==> config.mk <==
export PLATFORM = sky130hd
export DESIGN_NAME = two_wire_slave
export DESIGN_NICKNAME = d
export VERILOG_FILES = /design/src/design/two_wire_pkg.sv /design/src/design/commit_fifo.sv /design/src/design/two_wire_slave.sv
export SDC_FILE = /design/constraint.sdc
export NUM_CORES = 1
export LEC_CHECK = 0
export ABC_AREA = 0
export BUFFER_PORTS_ARGS = -buffer_cell sky130_fd_sc_hd__clkbuf_2
export CAP_MARGIN = 40
export CORE_MARGIN = 5
export CORE_UTILIZATION = 29
export CTS_CLUSTER_DIAMETER = 200
export DETAILED_ROUTE_END_ITERATION = 7
export GPL_ROUTABILITY_DRIVEN = 1
export PLACE_DENSITY_LB_ADDON = 0.3
export SLEW_MARGIN = 40
export SYNTH_ARGS = -nofsm -noshare
export SYNTH_HDL_FRONTEND = slang
export SYNTH_SLANG_ARGS = --single-unit
==> constraint.sdc <==
create_clock -name clk -period 4 [get_ports clk]
set_input_delay 0.2 -clock clk [delete_from_list [all_inputs] [get_ports clk]]
set_output_delay 0.2 -clock clk [all_outputs]
set_load 0.05 [all_outputs]
==> src/design/two_wire_pkg.sv <==
package two_wire_pkg;

   // Slave address base; the strap code fills the two low bits
   localparam logic [6:0] ADDR_BASE   = 7'h48;
   localparam int         ADDR_SEL_W  = 2;

   // Deglitch filter: samples a line must hold before it is believed
   localparam int         FILTER_LEN  = 3;

   // Clock-low timeout, as a time and as whole cycles (rounded down)
   localparam int         CLK_HZ      = 100_000_000;
   localparam int         TIMEOUT_MS  = 30;
   localparam int         TIMEOUT_CYC = CLK_HZ / 1000 * TIMEOUT_MS;

   // Register word, pointer and commit word layout {msbOnly, ptr, data}
   localparam int         REG_W       = 16;
   localparam int         PTR_W       = 8;
   localparam int         CMT_DATA_LO = 0;
   localparam int         CMT_PTR_LO  = REG_W;
   localparam int         CMT_MSB_POS = REG_W + PTR_W;
   localparam int         CMT_W       = REG_W + PTR_W + 1;
   localparam int         FIFO_DEPTH  = 16;

   // Bit counter marks
   localparam logic [3:0] BIT_LAST_TX = 4'h7;
   localparam logic [3:0] BIT_FULL_RX = 4'h8;

   // Framing states
   typedef enum logic [3:0] {
      ST_IDLE   = 4'b0000,
      ST_ADDR   = 4'b0001,
      ST_AACK   = 4'b0010,
      ST_PTR    = 4'b0011,
      ST_PACK   = 4'b0100,
      ST_WDATA  = 4'b0101,
      ST_WACK   = 4'b0110,
      ST_RDATA  = 4'b0111,
      ST_RACK   = 4'b1000,
      ST_IGNORE = 4'b1001
   } state_type;

endpackage

==> src/design/commit_fifo.sv <==
module commit_fifo #(
   parameter int WIDTH = 25,
   parameter int DEPTH = 16
) (
   // Clock and reset
   input  wire logic             clk,
   input  wire logic             rst_n,
   // Filling side
   input  wire logic             inValid,
   output      logic             inReady,
   input  wire logic [WIDTH-1:0] inData,
   // Draining side
   output      logic             outValid,
   input  wire logic             outReady,
   output      logic [WIDTH-1:0] outData
);
   localparam int AW = $clog2(DEPTH);

   logic [WIDTH-1:0] mem [DEPTH];   // Storage words
   logic [AW-1:0]    wrPtr_q;       // Next slot to fill
   logic [AW-1:0]    rdPtr_q;       // Next slot to drain
   logic [AW:0]      count_q;       // Words held in storage
   logic             outValid_q;    // Output register holds a word
   logic [WIDTH-1:0] outData_q;     // Registered read data
   wire              push;
   wire              load;

   // Storage full stalls the framer, which then refuses data bytes;
   // the output register counts too, so DEPTH words in all
   assign inReady  = (count_q + (AW + 1)'(outValid_q)) != (AW + 1)'(DEPTH);
   assign push     = inValid & inReady;
   // Refill the output register when empty or being drained
   assign load     = (~outValid_q | outReady) & (count_q != '0);
   assign outValid = outValid_q;
   assign outData  = outData_q;

   // Memory write, no reset needed on data
   always_ff @(posedge clk) begin
      if (push) begin
         mem[wrPtr_q] <= inData;
      end
   end

   // Pointers, occupancy and output stage
   always_ff @(posedge clk or negedge rst_n) begin
      if (!rst_n) begin
         wrPtr_q    <= '0;
         rdPtr_q    <= '0;
         count_q    <= '0;
         outValid_q <= 1'b0;
         outData_q  <= '0;
      end else begin
         if (push) begin
            wrPtr_q <= wrPtr_q + 1'b1;
         end
         if (load) begin
            rdPtr_q   <= rdPtr_q + 1'b1;
            outData_q <= mem[rdPtr_q];
         end
         count_q    <= count_q + (AW + 1)'(push) - (AW + 1)'(load);
         outValid_q <= load | (outValid_q & ~outReady);
      end
   end
endmodule

==> src/design/two_wire_slave.sv <==
// Behaviour
// RULE1: Idle bus: both lines high, never pulled.
// RULE2: SDA falling, SCL high: start, take address.
// RULE3: SDA rising, SCL high: stop, back to idle.
// RULE4: Repeated start or stop end transfers; readdress.
// RULE5: Byte count unbounded; keep going until terminated. Writes stop with a refused byte once commit storage is full.
// RULE6: Early termination commits most significant byte only.
// RULE7: Receiver acknowledges in the ninth clock slot.
// RULE8: Acknowledge low before rise, held through high.
// RULE9: Master not-acknowledge ends read; stop driving.
// RULE10: Answer one of four strap-selected addresses.
// RULE11: First write byte sets the register pointer.
// RULE12: Words travel most significant byte first.
// RULE13: Clock low about 30ms resets the interface.
// RULE14: Synchronise and deglitch both lines before use.
module two_wire_slave #(
   parameter int TIMEOUT_CYCLES = two_wire_pkg::TIMEOUT_CYC,
   parameter int FIFO_DEPTH     = two_wire_pkg::FIFO_DEPTH
) (
   // Clock and reset
   input  wire logic                           clk,
   input  wire logic                           rst_n,
   // Bus pins, SDA open drain
   input  wire logic                           sclIn,
   input  wire logic                           sdaIn,
   output      logic                           sdaOut,
   output      logic                           sdaOe,
   // Address strap: 0 ground, 1 supply, 2 data line, 3 clock line
   input  wire logic [1:0]                     addressSelect,
   // Read side of the register file
   output      logic [two_wire_pkg::PTR_W-1:0] regPtr,
   input  wire logic [two_wire_pkg::REG_W-1:0] rdData,
   // Write commits towards the register file
   output      logic                           cmtValid,
   input  wire logic                           cmtReady,
   output      logic                           cmtMsbOnly,
   output      logic [two_wire_pkg::PTR_W-1:0] cmtPtr,
   output      logic [two_wire_pkg::REG_W-1:0] cmtData
);
   localparam int TW = $clog2(TIMEOUT_CYCLES + 1);
   localparam int FW = $clog2(two_wire_pkg::FILTER_LEN + 1);

   two_wire_pkg::state_type state_q;  // Framing state
   logic [1:0]  syncA_q;       // First sync stage {scl, sda}
   logic [1:0]  syncB_q;       // Second sync stage
   logic [1:0]  clean_q;       // Deglitched lines
   logic [1:0]  prev_q;        // Deglitched lines, one cycle old
   logic [FW-1:0] filt_q [2];  // Disagreement run lengths
   logic [1:0]  strapA_q;      // Strap sync stages
   logic [1:0]  strapB_q;
   logic [6:0]  myAddr_q;      // Own address, from the strap
   logic [3:0]  bitCnt_q;      // Bits moved in this byte
   logic [7:0]  rxSh_q;        // Receive shifter
   logic [7:0]  txSh_q;        // Transmit shifter
   logic [7:0]  txLo_q;        // Low byte kept with its high byte
   logic [7:0]  hiByte_q;      // First data byte of a word
   logic        byteSel_q;     // High byte held / low byte next
   logic        ackOk_q;       // Master acknowledged last byte
   logic        rw_q;          // Direction bit of the address
   logic        sdaOe_q;       // Pulling SDA low
   logic [7:0]  ptr_q;         // Register pointer
   logic        push_q;        // Commit word valid
   logic [two_wire_pkg::CMT_W-1:0] pushData_q;
   logic [TW-1:0] tout_q;      // Clock-low time
   logic        fifoReady;
   logic [two_wire_pkg::CMT_W-1:0] fifoOut;

   // Named decodes of the clean lines
   wire sclHi    = clean_q[1];
   wire sdaHi    = clean_q[0];
   wire sclRise  = clean_q[1] & ~prev_q[1];
   wire sclFall  = ~clean_q[1] & prev_q[1];
   wire bothHigh = clean_q[1] & prev_q[1];
   wire startEv  = bothHigh & prev_q[0] & ~clean_q[0];  // RULE2
   wire stopEv   = bothHigh & ~prev_q[0] & clean_q[0];  // RULE3
   wire toutHit  = tout_q == TW'(TIMEOUT_CYCLES - 1);   // RULE13
   wire byteDone = sclFall & (bitCnt_q == two_wire_pkg::BIT_FULL_RX);
   wire addrHit  = rxSh_q[7:1] == myAddr_q;             // RULE10
   wire inWrite  = (state_q == two_wire_pkg::ST_WDATA)
                 | (state_q == two_wire_pkg::ST_WACK);
   // Receive shifting and counting only while receiving; ack slots must not, transmit counts its bits in ST_RDATA
   wire rxPhase  = (state_q == two_wire_pkg::ST_ADDR)
                 | (state_q == two_wire_pkg::ST_PTR)
                 | (state_q == two_wire_pkg::ST_WDATA);
   wire msbOnly  = (startEv | stopEv) & inWrite & byteSel_q;  // RULE6

   // Two-stage synchronisers for the bus lines and the strap
   always_ff @(posedge clk or negedge rst_n) begin
      if (!rst_n) begin
         syncA_q  <= 2'h3;
         syncB_q  <= 2'h3;
         strapA_q <= 2'h0;
         strapB_q <= 2'h0;
      end else begin
         syncA_q  <= {sclIn, sdaIn};  // RULE14
         syncB_q  <= syncA_q;
         strapA_q <= addressSelect;
         strapB_q <= strapA_q;
      end
   end

   // Deglitch: a new level must persist before it is accepted
   // One process for both lines keeps clean_q single-driven
   always_ff @(posedge clk or negedge rst_n) begin
      if (!rst_n) begin
         filt_q[0] <= '0;
         filt_q[1] <= '0;
         clean_q   <= 2'h3;
      end else begin
         for (int i = 0; i < 2; i++) begin
            if (syncB_q[i] == clean_q[i]) begin
               filt_q[i] <= '0;
            end else if (filt_q[i] == FW'(two_wire_pkg::FILTER_LEN - 1)) begin
               filt_q[i]  <= '0;
               clean_q[i] <= syncB_q[i];  // RULE14
            end else begin
               filt_q[i] <= filt_q[i] + 1'b1;
            end
         end
      end
   end

   // Edge history and strap capture on every clock after reset release
   always_ff @(posedge clk or negedge rst_n) begin
      if (!rst_n) begin
         prev_q   <= 2'h3;
         myAddr_q <= two_wire_pkg::ADDR_BASE;
      end else begin
         prev_q   <= clean_q;
         myAddr_q <= two_wire_pkg::ADDR_BASE | {5'h00, strapB_q};
      end
   end

   // Clock-low watchdog, idle bus never times out
   always_ff @(posedge clk or negedge rst_n) begin
      if (!rst_n) begin
         tout_q <= '0;
      end else if (sclHi || state_q == two_wire_pkg::ST_IDLE || toutHit) begin
         tout_q <= '0;
      end else begin
         tout_q <= tout_q + 1'b1;  // RULE13
      end
   end

   // Framing engine; terminations take priority over bit handling
   always_ff @(posedge clk or negedge rst_n) begin
      if (!rst_n) begin
         state_q    <= two_wire_pkg::ST_IDLE;
         bitCnt_q   <= 4'h0;
         rxSh_q     <= 8'h00;
         txSh_q     <= 8'h00;
         txLo_q     <= 8'h00;
         hiByte_q   <= 8'h00;
         byteSel_q  <= 1'b0;
         ackOk_q    <= 1'b0;
         rw_q       <= 1'b0;
         sdaOe_q    <= 1'b0;
         ptr_q      <= 8'h00;
         push_q     <= 1'b0;
         pushData_q <= '0;
      end else begin
         push_q <= msbOnly;
         if (msbOnly) begin
            // Low byte of the register stays untouched
            pushData_q <= {1'b1, ptr_q, hiByte_q, 8'h00};  // RULE6
         end
         if (toutHit) begin
            state_q <= two_wire_pkg::ST_IDLE;  // RULE13
            sdaOe_q <= 1'b0;
         end else if (startEv) begin
            state_q   <= two_wire_pkg::ST_ADDR;  // RULE2 RULE4
            bitCnt_q  <= 4'h0;
            byteSel_q <= 1'b0;
            sdaOe_q   <= 1'b0;
         end else if (stopEv) begin
            state_q   <= two_wire_pkg::ST_IDLE;  // RULE3 RULE4
            byteSel_q <= 1'b0;
            sdaOe_q   <= 1'b0;  // RULE1
         end else begin
            // Receive shifting, sampled while the clock is high
            if (sclRise && rxPhase && bitCnt_q < two_wire_pkg::BIT_FULL_RX) begin
               rxSh_q   <= {rxSh_q[6:0], sdaHi};
               bitCnt_q <= bitCnt_q + 4'h1;
            end
            unique case (state_q)
               two_wire_pkg::ST_ADDR: begin
                  if (byteDone) begin
                     bitCnt_q <= 4'h0;
                     rw_q     <= rxSh_q[0];
                     sdaOe_q  <= addrHit;  // RULE7
                     state_q  <= addrHit ? two_wire_pkg::ST_AACK
                                         : two_wire_pkg::ST_IGNORE;
                  end
               end
               two_wire_pkg::ST_AACK: begin
                  if (sclFall && rw_q) begin
                     // Whole word taken now so the halves cannot tear
                     txSh_q    <= rdData[15:8];  // RULE12
                     txLo_q    <= rdData[7:0];
                     sdaOe_q   <= ~rdData[15];
                     byteSel_q <= 1'b1;
                     state_q   <= two_wire_pkg::ST_RDATA;
                  end else if (sclFall) begin
                     sdaOe_q <= 1'b0;
                     state_q <= two_wire_pkg::ST_PTR;
                  end
               end
               two_wire_pkg::ST_PTR: begin
                  if (byteDone) begin
                     ptr_q    <= rxSh_q;  // RULE11
                     bitCnt_q <= 4'h0;
                     sdaOe_q  <= 1'b1;    // RULE7
                     state_q  <= two_wire_pkg::ST_PACK;
                  end
               end
               two_wire_pkg::ST_PACK, two_wire_pkg::ST_WACK: begin
                  if (sclFall) begin
                     sdaOe_q <= 1'b0;  // RULE8
                     state_q <= two_wire_pkg::ST_WDATA;  // RULE5
                  end
               end
               two_wire_pkg::ST_WDATA: begin
                  if (byteDone && fifoReady) begin
                     bitCnt_q  <= 4'h0;
                     sdaOe_q   <= 1'b1;  // RULE7
                     state_q   <= two_wire_pkg::ST_WACK;
                     byteSel_q <= ~byteSel_q;  // RULE12
                     hiByte_q  <= rxSh_q;
                     push_q    <= byteSel_q;
                     pushData_q <= {1'b0, ptr_q, hiByte_q, rxSh_q};
                  end else if (byteDone) begin
                     // Storage full: refuse the byte by leaving SDA high
                     state_q <= two_wire_pkg::ST_IGNORE;
                  end
               end
               two_wire_pkg::ST_RDATA: begin
                  if (sclFall && bitCnt_q == two_wire_pkg::BIT_LAST_TX) begin
                     bitCnt_q <= 4'h0;
                     sdaOe_q  <= 1'b0;
                     state_q  <= two_wire_pkg::ST_RACK;
                  end else if (sclFall) begin
                     bitCnt_q <= bitCnt_q + 4'h1;
                     txSh_q   <= {txSh_q[6:0], 1'b0};
                     sdaOe_q  <= ~txSh_q[6];
                  end
               end
               two_wire_pkg::ST_RACK: begin
                  if (sclRise) begin
                     ackOk_q <= ~sdaHi;
                     if (sdaHi) begin
                        state_q <= two_wire_pkg::ST_IGNORE;  // RULE9
                     end
                  end else if (sclFall && ackOk_q) begin
                     txSh_q    <= byteSel_q ? txLo_q : rdData[15:8];
                     sdaOe_q   <= byteSel_q ? ~txLo_q[7] : ~rdData[15];
                     txLo_q    <= byteSel_q ? txLo_q : rdData[7:0];
                     byteSel_q <= ~byteSel_q;
                     bitCnt_q  <= 4'h0;
                     state_q   <= two_wire_pkg::ST_RDATA;  // RULE5
                  end
               end
               two_wire_pkg::ST_IDLE, two_wire_pkg::ST_IGNORE: begin
                  sdaOe_q <= 1'b0;  // RULE1 RULE9
               end
               default: begin
                  state_q <= two_wire_pkg::ST_IDLE;
                  sdaOe_q <= 1'b0;
               end
            endcase
         end
      end
   end

   // Commit words queue here until the register file takes them
   commit_fifo #(
      .WIDTH (two_wire_pkg::CMT_W),
      .DEPTH (FIFO_DEPTH)
   ) u_fifo (
      .clk      (clk),
      .rst_n    (rst_n),
      .inValid  (push_q),
      .inReady  (fifoReady),
      .inData   (pushData_q),
      .outValid (cmtValid),
      .outReady (cmtReady),
      .outData  (fifoOut)
   );

   // Open drain: the data value is always low, only the enable moves
   assign sdaOut     = 1'b0;
   assign sdaOe      = sdaOe_q;
   assign regPtr     = ptr_q;
   assign cmtMsbOnly = fifoOut[two_wire_pkg::CMT_MSB_POS];
   assign cmtPtr     = fifoOut[two_wire_pkg::CMT_PTR_LO +: 8];
   assign cmtData    = fifoOut[two_wire_pkg::CMT_DATA_LO +: 16];
endmodule

# --- Word level (Yosys, flattened, before mapping) ---
# Memory sizes are Yosys's and may differ from the RTL's. A register that Yosys moved wholly into a read port is not among the register bits.
# Cells that the tools add are included.
op_classes:
  mux: 77
  magnitude_cmp: 1
  n_bitwise: 34
  addsub: 9
  n_eq_ne: 42
  n_reduce_logical: 30
op_table:
  columns: ["cell", "count"]
  rows:
  - ["$mux 25", 6]
  - ["$mux 4", 24]
  - ["$mux 7", 6]
  - ["$ne 5x5->1 const B", 7]
  - ["$mux 8", 4]
  - ["$pmux 4 s8", 1]
  - ["$mux 1", 26]
  - ["$ne 6x6->1 const B", 4]
  - ["$add 22x1->22 const B", 1]
  - ["$eq 22x22->1 const B", 1]
  - ["$mux 22", 1]
  - ["$pmux 7 s3", 1]
  - ["$eq 4x3->1 const B", 5]
  - ["$reduce_and 5->1", 4]
  - ["$reduce_and 9->1", 2]
  - ["$ne 4x4->1 const B", 4]
  - ["$pmux 4 s4", 1]
  - ["$pmux 8 s2", 1]
  - ["$not 1->1", 15]
  - ["$ne 2x2->1 const B", 7]
  - ["$and 1x1->1", 13]
  - ["$add 4x1->4 const B", 3]
  - ["$eq 4x4->1 const B", 3]
  - ["$reduce_and 6->1", 2]
  - ["27 further kinds", 51]
totals:
  out_inout_bits: 36
  register_bits: 131
  elab_cells: 222
  ram_bits: 400
  mem_count: 1
memory_table:
  columns: ["name", "depth", "word_bits", "rd", "rd_clocked_by_memory_dff", "write_ports", "line", "rtl"]
  rows:
  - ["u_fifo.mem", 16, 25, 1, 1, 1, "commit_fifo.sv:19", "logic [WIDTH-1:0] mem [DEPTH];"]

# --- Logic depth before layout (Yosys ltp) ---
depth:
  ltp_word: 12
  mapped_depth: 13
  depth_no_buf: 12

# --- Hierarchy ---
# Synthesis repeated with hierarchy kept, for this count alone.
unflattened:
  cells_unflattened: 1257
  hier_area_um2: 22648.0
modules_own_cells:
  columns: ["module", "instances", "cells_each", "area_per_inst_um2"]
  rows:
  - ["commit_fifo", 1, 792, 17170.2]
  - ["two_wire_slave", 1, 465, 5477.8]

# --- Worst setup path before layout ---
# OpenSTA, ideal clock, no wires.
synth_timing:
  path_type: "reg-to-reg"
  start: "register u_fifo.outValid_q, in the netlist u_fifo.outValid"
  end: "memory u_fifo.mem[3][0] (enable)"
  n_path_buf: 1
  stages_incl_launch_ff: 10
  setup_time_ps: 438
  path_slack_ps: -131
  arrival_time_ps: 3693
  required_time_ps: 3562
  path_cell_list: "dfrtp_1 ha_1 ha_1 xor2_1 a2111oi_2 nand2_1 and2_1 clkbuf_1 nand2_1 nor3_1"
synth_between:
  elab_chain_len: 5
synth_rtl:
  columns: ["element", "line", "rtl"]
  rows:
  - ["start: declaration", "commit_fifo.sv:23", "logic outValid_q;"]
  - ["start signal: assignment", "commit_fifo.sv:61", "outValid_q <= load | (outValid_q & ~outReady);"]
  - ["$add 5x1->5", "commit_fifo.sv:30", "assign inReady = (count_q + (AW + 1)'(outValid_q)) != (AW + 1)'(DEPTH);"]
  - ["$ne 5x5->1", "commit_fifo.sv:30", null]
  - ["$and 1x1->1", "commit_fifo.sv:31", "assign push = inValid & inReady;"]
  - ["via u_fifo.push", "commit_fifo.sv:25", "wire push;"]
  - ["$mux 1", "commit_fifo.sv:39", "if (push) begin"]
  - ["$mux 1 (implied by the code)", "commit_fifo.sv:40", "mem[wrPtr_q] <= inData;"]
  - ["end: declaration", "commit_fifo.sv:19", null]
# The timed path passes the listed nets, and every way through them passes these cells.

# --- Final worst setup path ---
layout_timing:
  start: "register u_fifo.outValid_q, in the netlist u_fifo.outValid"
  end: "memory u_fifo.mem[12][21] (enable)"
layout_between:
  elab_chain_len: 5
layout_rtl:
  columns: ["element", "line"]
  rows:
  - ["$add 5x1->5", "commit_fifo.sv:30"]
  - ["$ne 5x5->1", "commit_fifo.sv:30"]
  - ["$and 1x1->1", "commit_fifo.sv:31"]
  - ["$mux 1", "commit_fifo.sv:39"]
  - ["$mux 1 (implied by the code)", "commit_fifo.sv:40"]
# Every way passes these cells.

==> out/metrics.cfg <==
[status]
status=finished clean

[place]
dpl.hpwl_mm=32.08
gp_congestion=0.8017
place_area_sq_um=23860
port_buffers=57

[floorplanning]
dieArea_sq_um=81850
fp.dieH_um=286.1
start_util=0.2916
die_width_um=286.1
coreArea_sq_um=75820
rows=101
io_pins=59

[clock_network]
clk_latency_ns=0.63
clkSinkCount=556
clockRootBuffer=clkbuf_16
cts_inserted_buffers=58
clk_pin_slew_ns=0.06
post_cts_resized=0
cts_tree=built
clockBufferDepth=3
cts_htree_levels=2

[synthesis]
synth_area_leader_cell=edfxtp_1
seq_area_frac_synth=0.7204
synthTopCellsByArea=edfxtp_1 54%, dfrtp_1 17%, mux4_2 13%
synth_nets=1206
synth_top_family_by_area=multiplexers
synthXorXnorAreaFrac=0.01387
syn_inst=1164
synth_top_area_share=0.5433
synth_compound_area_frac=0.02603
synthArstFlopShare=0.2806
synth-seq-cells=556
netlist_area_sq_um=22110
synth_fa_ha_area_frac=0.01109
synth_cell_type_count=65
synth.avg_cell_area_sq_um=18.99
synth-simple-area-share=0.04488
synth.mux.area_fraction=0.1690
synthFlopType=edfxtp_1
synth_warnings=0
synth_edf_count=400

[global_routing]
grt_max_degree=87
antenna_found_initial=0
grt_pass1_wl_mm=76.29
grt_pass1_vias=11580
grt-ovfl-total=0
grtUsageTotal=0.1219

[timing]
period_share=0.7852
whs_ns=0.1529
fin_tns_setup_ns=0
fin_crit_ns=3.141
max_slew_margin=0.4194
rsz0062_at_grt=false
setup-violations-final=0
finClkSkew_ns=0.04534
hold_viol_final=0
slew_violations=0
fmax_mhz=318.4
worst_pin_slew_ns=0.8709

[worst_hold_path]
hp-class=primary input to flop
hold_depth=5
holdPathEnd=sdaOe
hp-start=rdData[15]

[critical_path]
cp_top_family=simple AND/OR/NAND/NOR gates
rrSetupSlack_ns=0.86
path_cells=ha_1 -> ha_1 -> xor2_1 -> a2111oi_2 -> nand2_1 -> and2_1 -> nand2_1 -> nor2_4 -> buf_4
path_buf_inv=1
cp.arrival_ns=3.47
cp_max_fo=14
r2r-start=u_fifo.outValid
reg2regPathDepth=9
max_stage_delay_ns=0.62
endpoint_kind=flop
r2r-end=u_fifo.mem[12][21]
required_ns=4.33
setup.worst_path.class=flop to flop
crit_slowest_cell=nor2_4
start_kind=flop

[layout]
finalInstanceArea_sq_um=26030
nNetsFinal=1322
post_route_cells_drive_above_1_share=0.3095
antennaDiodeCount=0
syn2layout_area_growth_pct=17.75

[routing]
drt-initial-drc-count=928
wl_per_cell_um=21.73
ant_nets=0
viasPerCell=4.810
first_pass_iters=5
vias=11090
drc=0
wl_mm=50.12

[power_and_ir_drop]
ir_drop_mv=0.3001
power_density_nw_per_um2=530.2
leakage_nw=7.921
total_power_mw=13.80

[run]
drv_cap=0

==> worst register-to-register path, cell delays in order (launching register included) <==
cell	delay, ns
dfrtp_1	0.44
ha_1	0.26
ha_1	0.21
xor2_1	0.20
a2111oi_2	0.07
nand2_1	0.10
and2_1	0.35
nand2_1	0.34
nor2_4	0.62
buf_4	0.29
==> flip-flops by register name (all words and copies together) (netlist names), 5 cells and up <==
register        flops
hiByte_q            8
pushData_q         25
regPtr              8
rxSh_q              8
tout_q             22
txLo_q              8
txSh_q              7
u_fifo.count_q      5
u_fifo.mem        400
u_fifo.outData     25
==> logic make-up after synthesis <==
logic type	Yosys count
flops	556
mux	207
simple gates	188
compound gates	85
buf+inv	73
xor+xnor	35
fa+ha+maj	19
other cells	1
==> layout make-up <==
cell class	count	area [sq um]
Clock buffer	78	1568
Inverter	18	67.56
Timing Repair Buffer	111	839.6
Tap cell	978	1224
Clock inverter	30	391.6
Fill cell	7166	49790
Sequential cell	556	15940
Multi-Input combinational cell	535	6006
==> where the power goes <==
group	switching (mW)	total [mW]	internal, mW	leakage, nW
Combinational	0.877	1.72	0.843	2.22
Sequential	0.311	6.56	6.25	4.75
Clock	2.25	5.52	3.27	0.944
Total	3.43	13.8	10.4	7.92
==> what timing repair did <==
item | 4_1_cts | 5_1_grt
hold endpoints to repair | 95 | 0
hold buffers | 21 | 0
setup buffers | 0 | 0
==> cells in the final DEF, fill, tap and decap left out, types with 12 or more instances in the layout <==
master         Yosys  layout
a21oi_1           21      20
buf_4              3      26
clkbuf_1          22      17
clkbuf_16          0      59
clkbuf_2           1      56
dfrtp_1          148     145
dlygate4sd3_1      0      21
edfxtp_1         400     400
ha_1              18      18
inv_1             18      18
mux2_2            79      79
mux4_2           125     125
nand2_1           45      45
nand3_1           16      16
nor2_1            48      36
nor2_4             0      12
o21ai_0           18      18
xnor2_1           18      18
xor2_1            17      17
==> synthesized netlist by cell type, types with 10 or more instances <==
cell and count:
mux2_2 79, xor2_1 17, inv_1 18, buf_2 17, edfxtp_1 400, nor2_1 48, nor3_1 12, ha_1 18
a21oi_1 21, clkbuf_1 22, nand3_1 16, buf_1 10, mux4_2 125, o21ai_0 18, xnor2_1 18, nand2_1 45
dfrtp_1 148
==> metrics by stage <==
step | std cells | util | setup WS [ns]
6_report | 2306 | 0.3433 | 0.8594
5_1_grt | 2306 | 0.3433 | 0.6706
4_1_cts | 2306 | 0.3433 | 0.8645
3_5_place_dp | 2177 | 0.3147 | 0.8300
3_3_place_gp | 2176 | 0.3144 | 0.9192
2_1_floorplan | 1164 | - | 0.5356
==> layer usage <==
metal	up-vias	wire, um	global-route usage	part of all wire
li1	4883	-	-	-
met1	5875	22160	0.1694	0.44
met2	257	24660	0.2023	0.49
met3	76	2345	0.02137	0.047
met4	0	954	0.02715	0.019
met5	-	0	0	0
==> worst max path at each step <==
stage	startpoint	end	slack, ns	cells past startpoint
6_report	u_fifo.outValid	u_fifo.mem[12][21]	0.86	9
3_5_place_dp	u_fifo.outValid	u_fifo.mem[12][20]	0.83	9
5_1_grt	u_fifo.outValid	u_fifo.mem[12][21]	0.67	9
2_1_floorplan	u_fifo.outValid	u_fifo.mem[7][0]	0.54	9
4_1_cts	u_fifo.outValid	u_fifo.mem[7][4]	0.86	9
3_3_place_gp	u_fifo.outValid	u_fifo.mem[12][21]	0.92	9
Power figures use the tool's default switching activity.
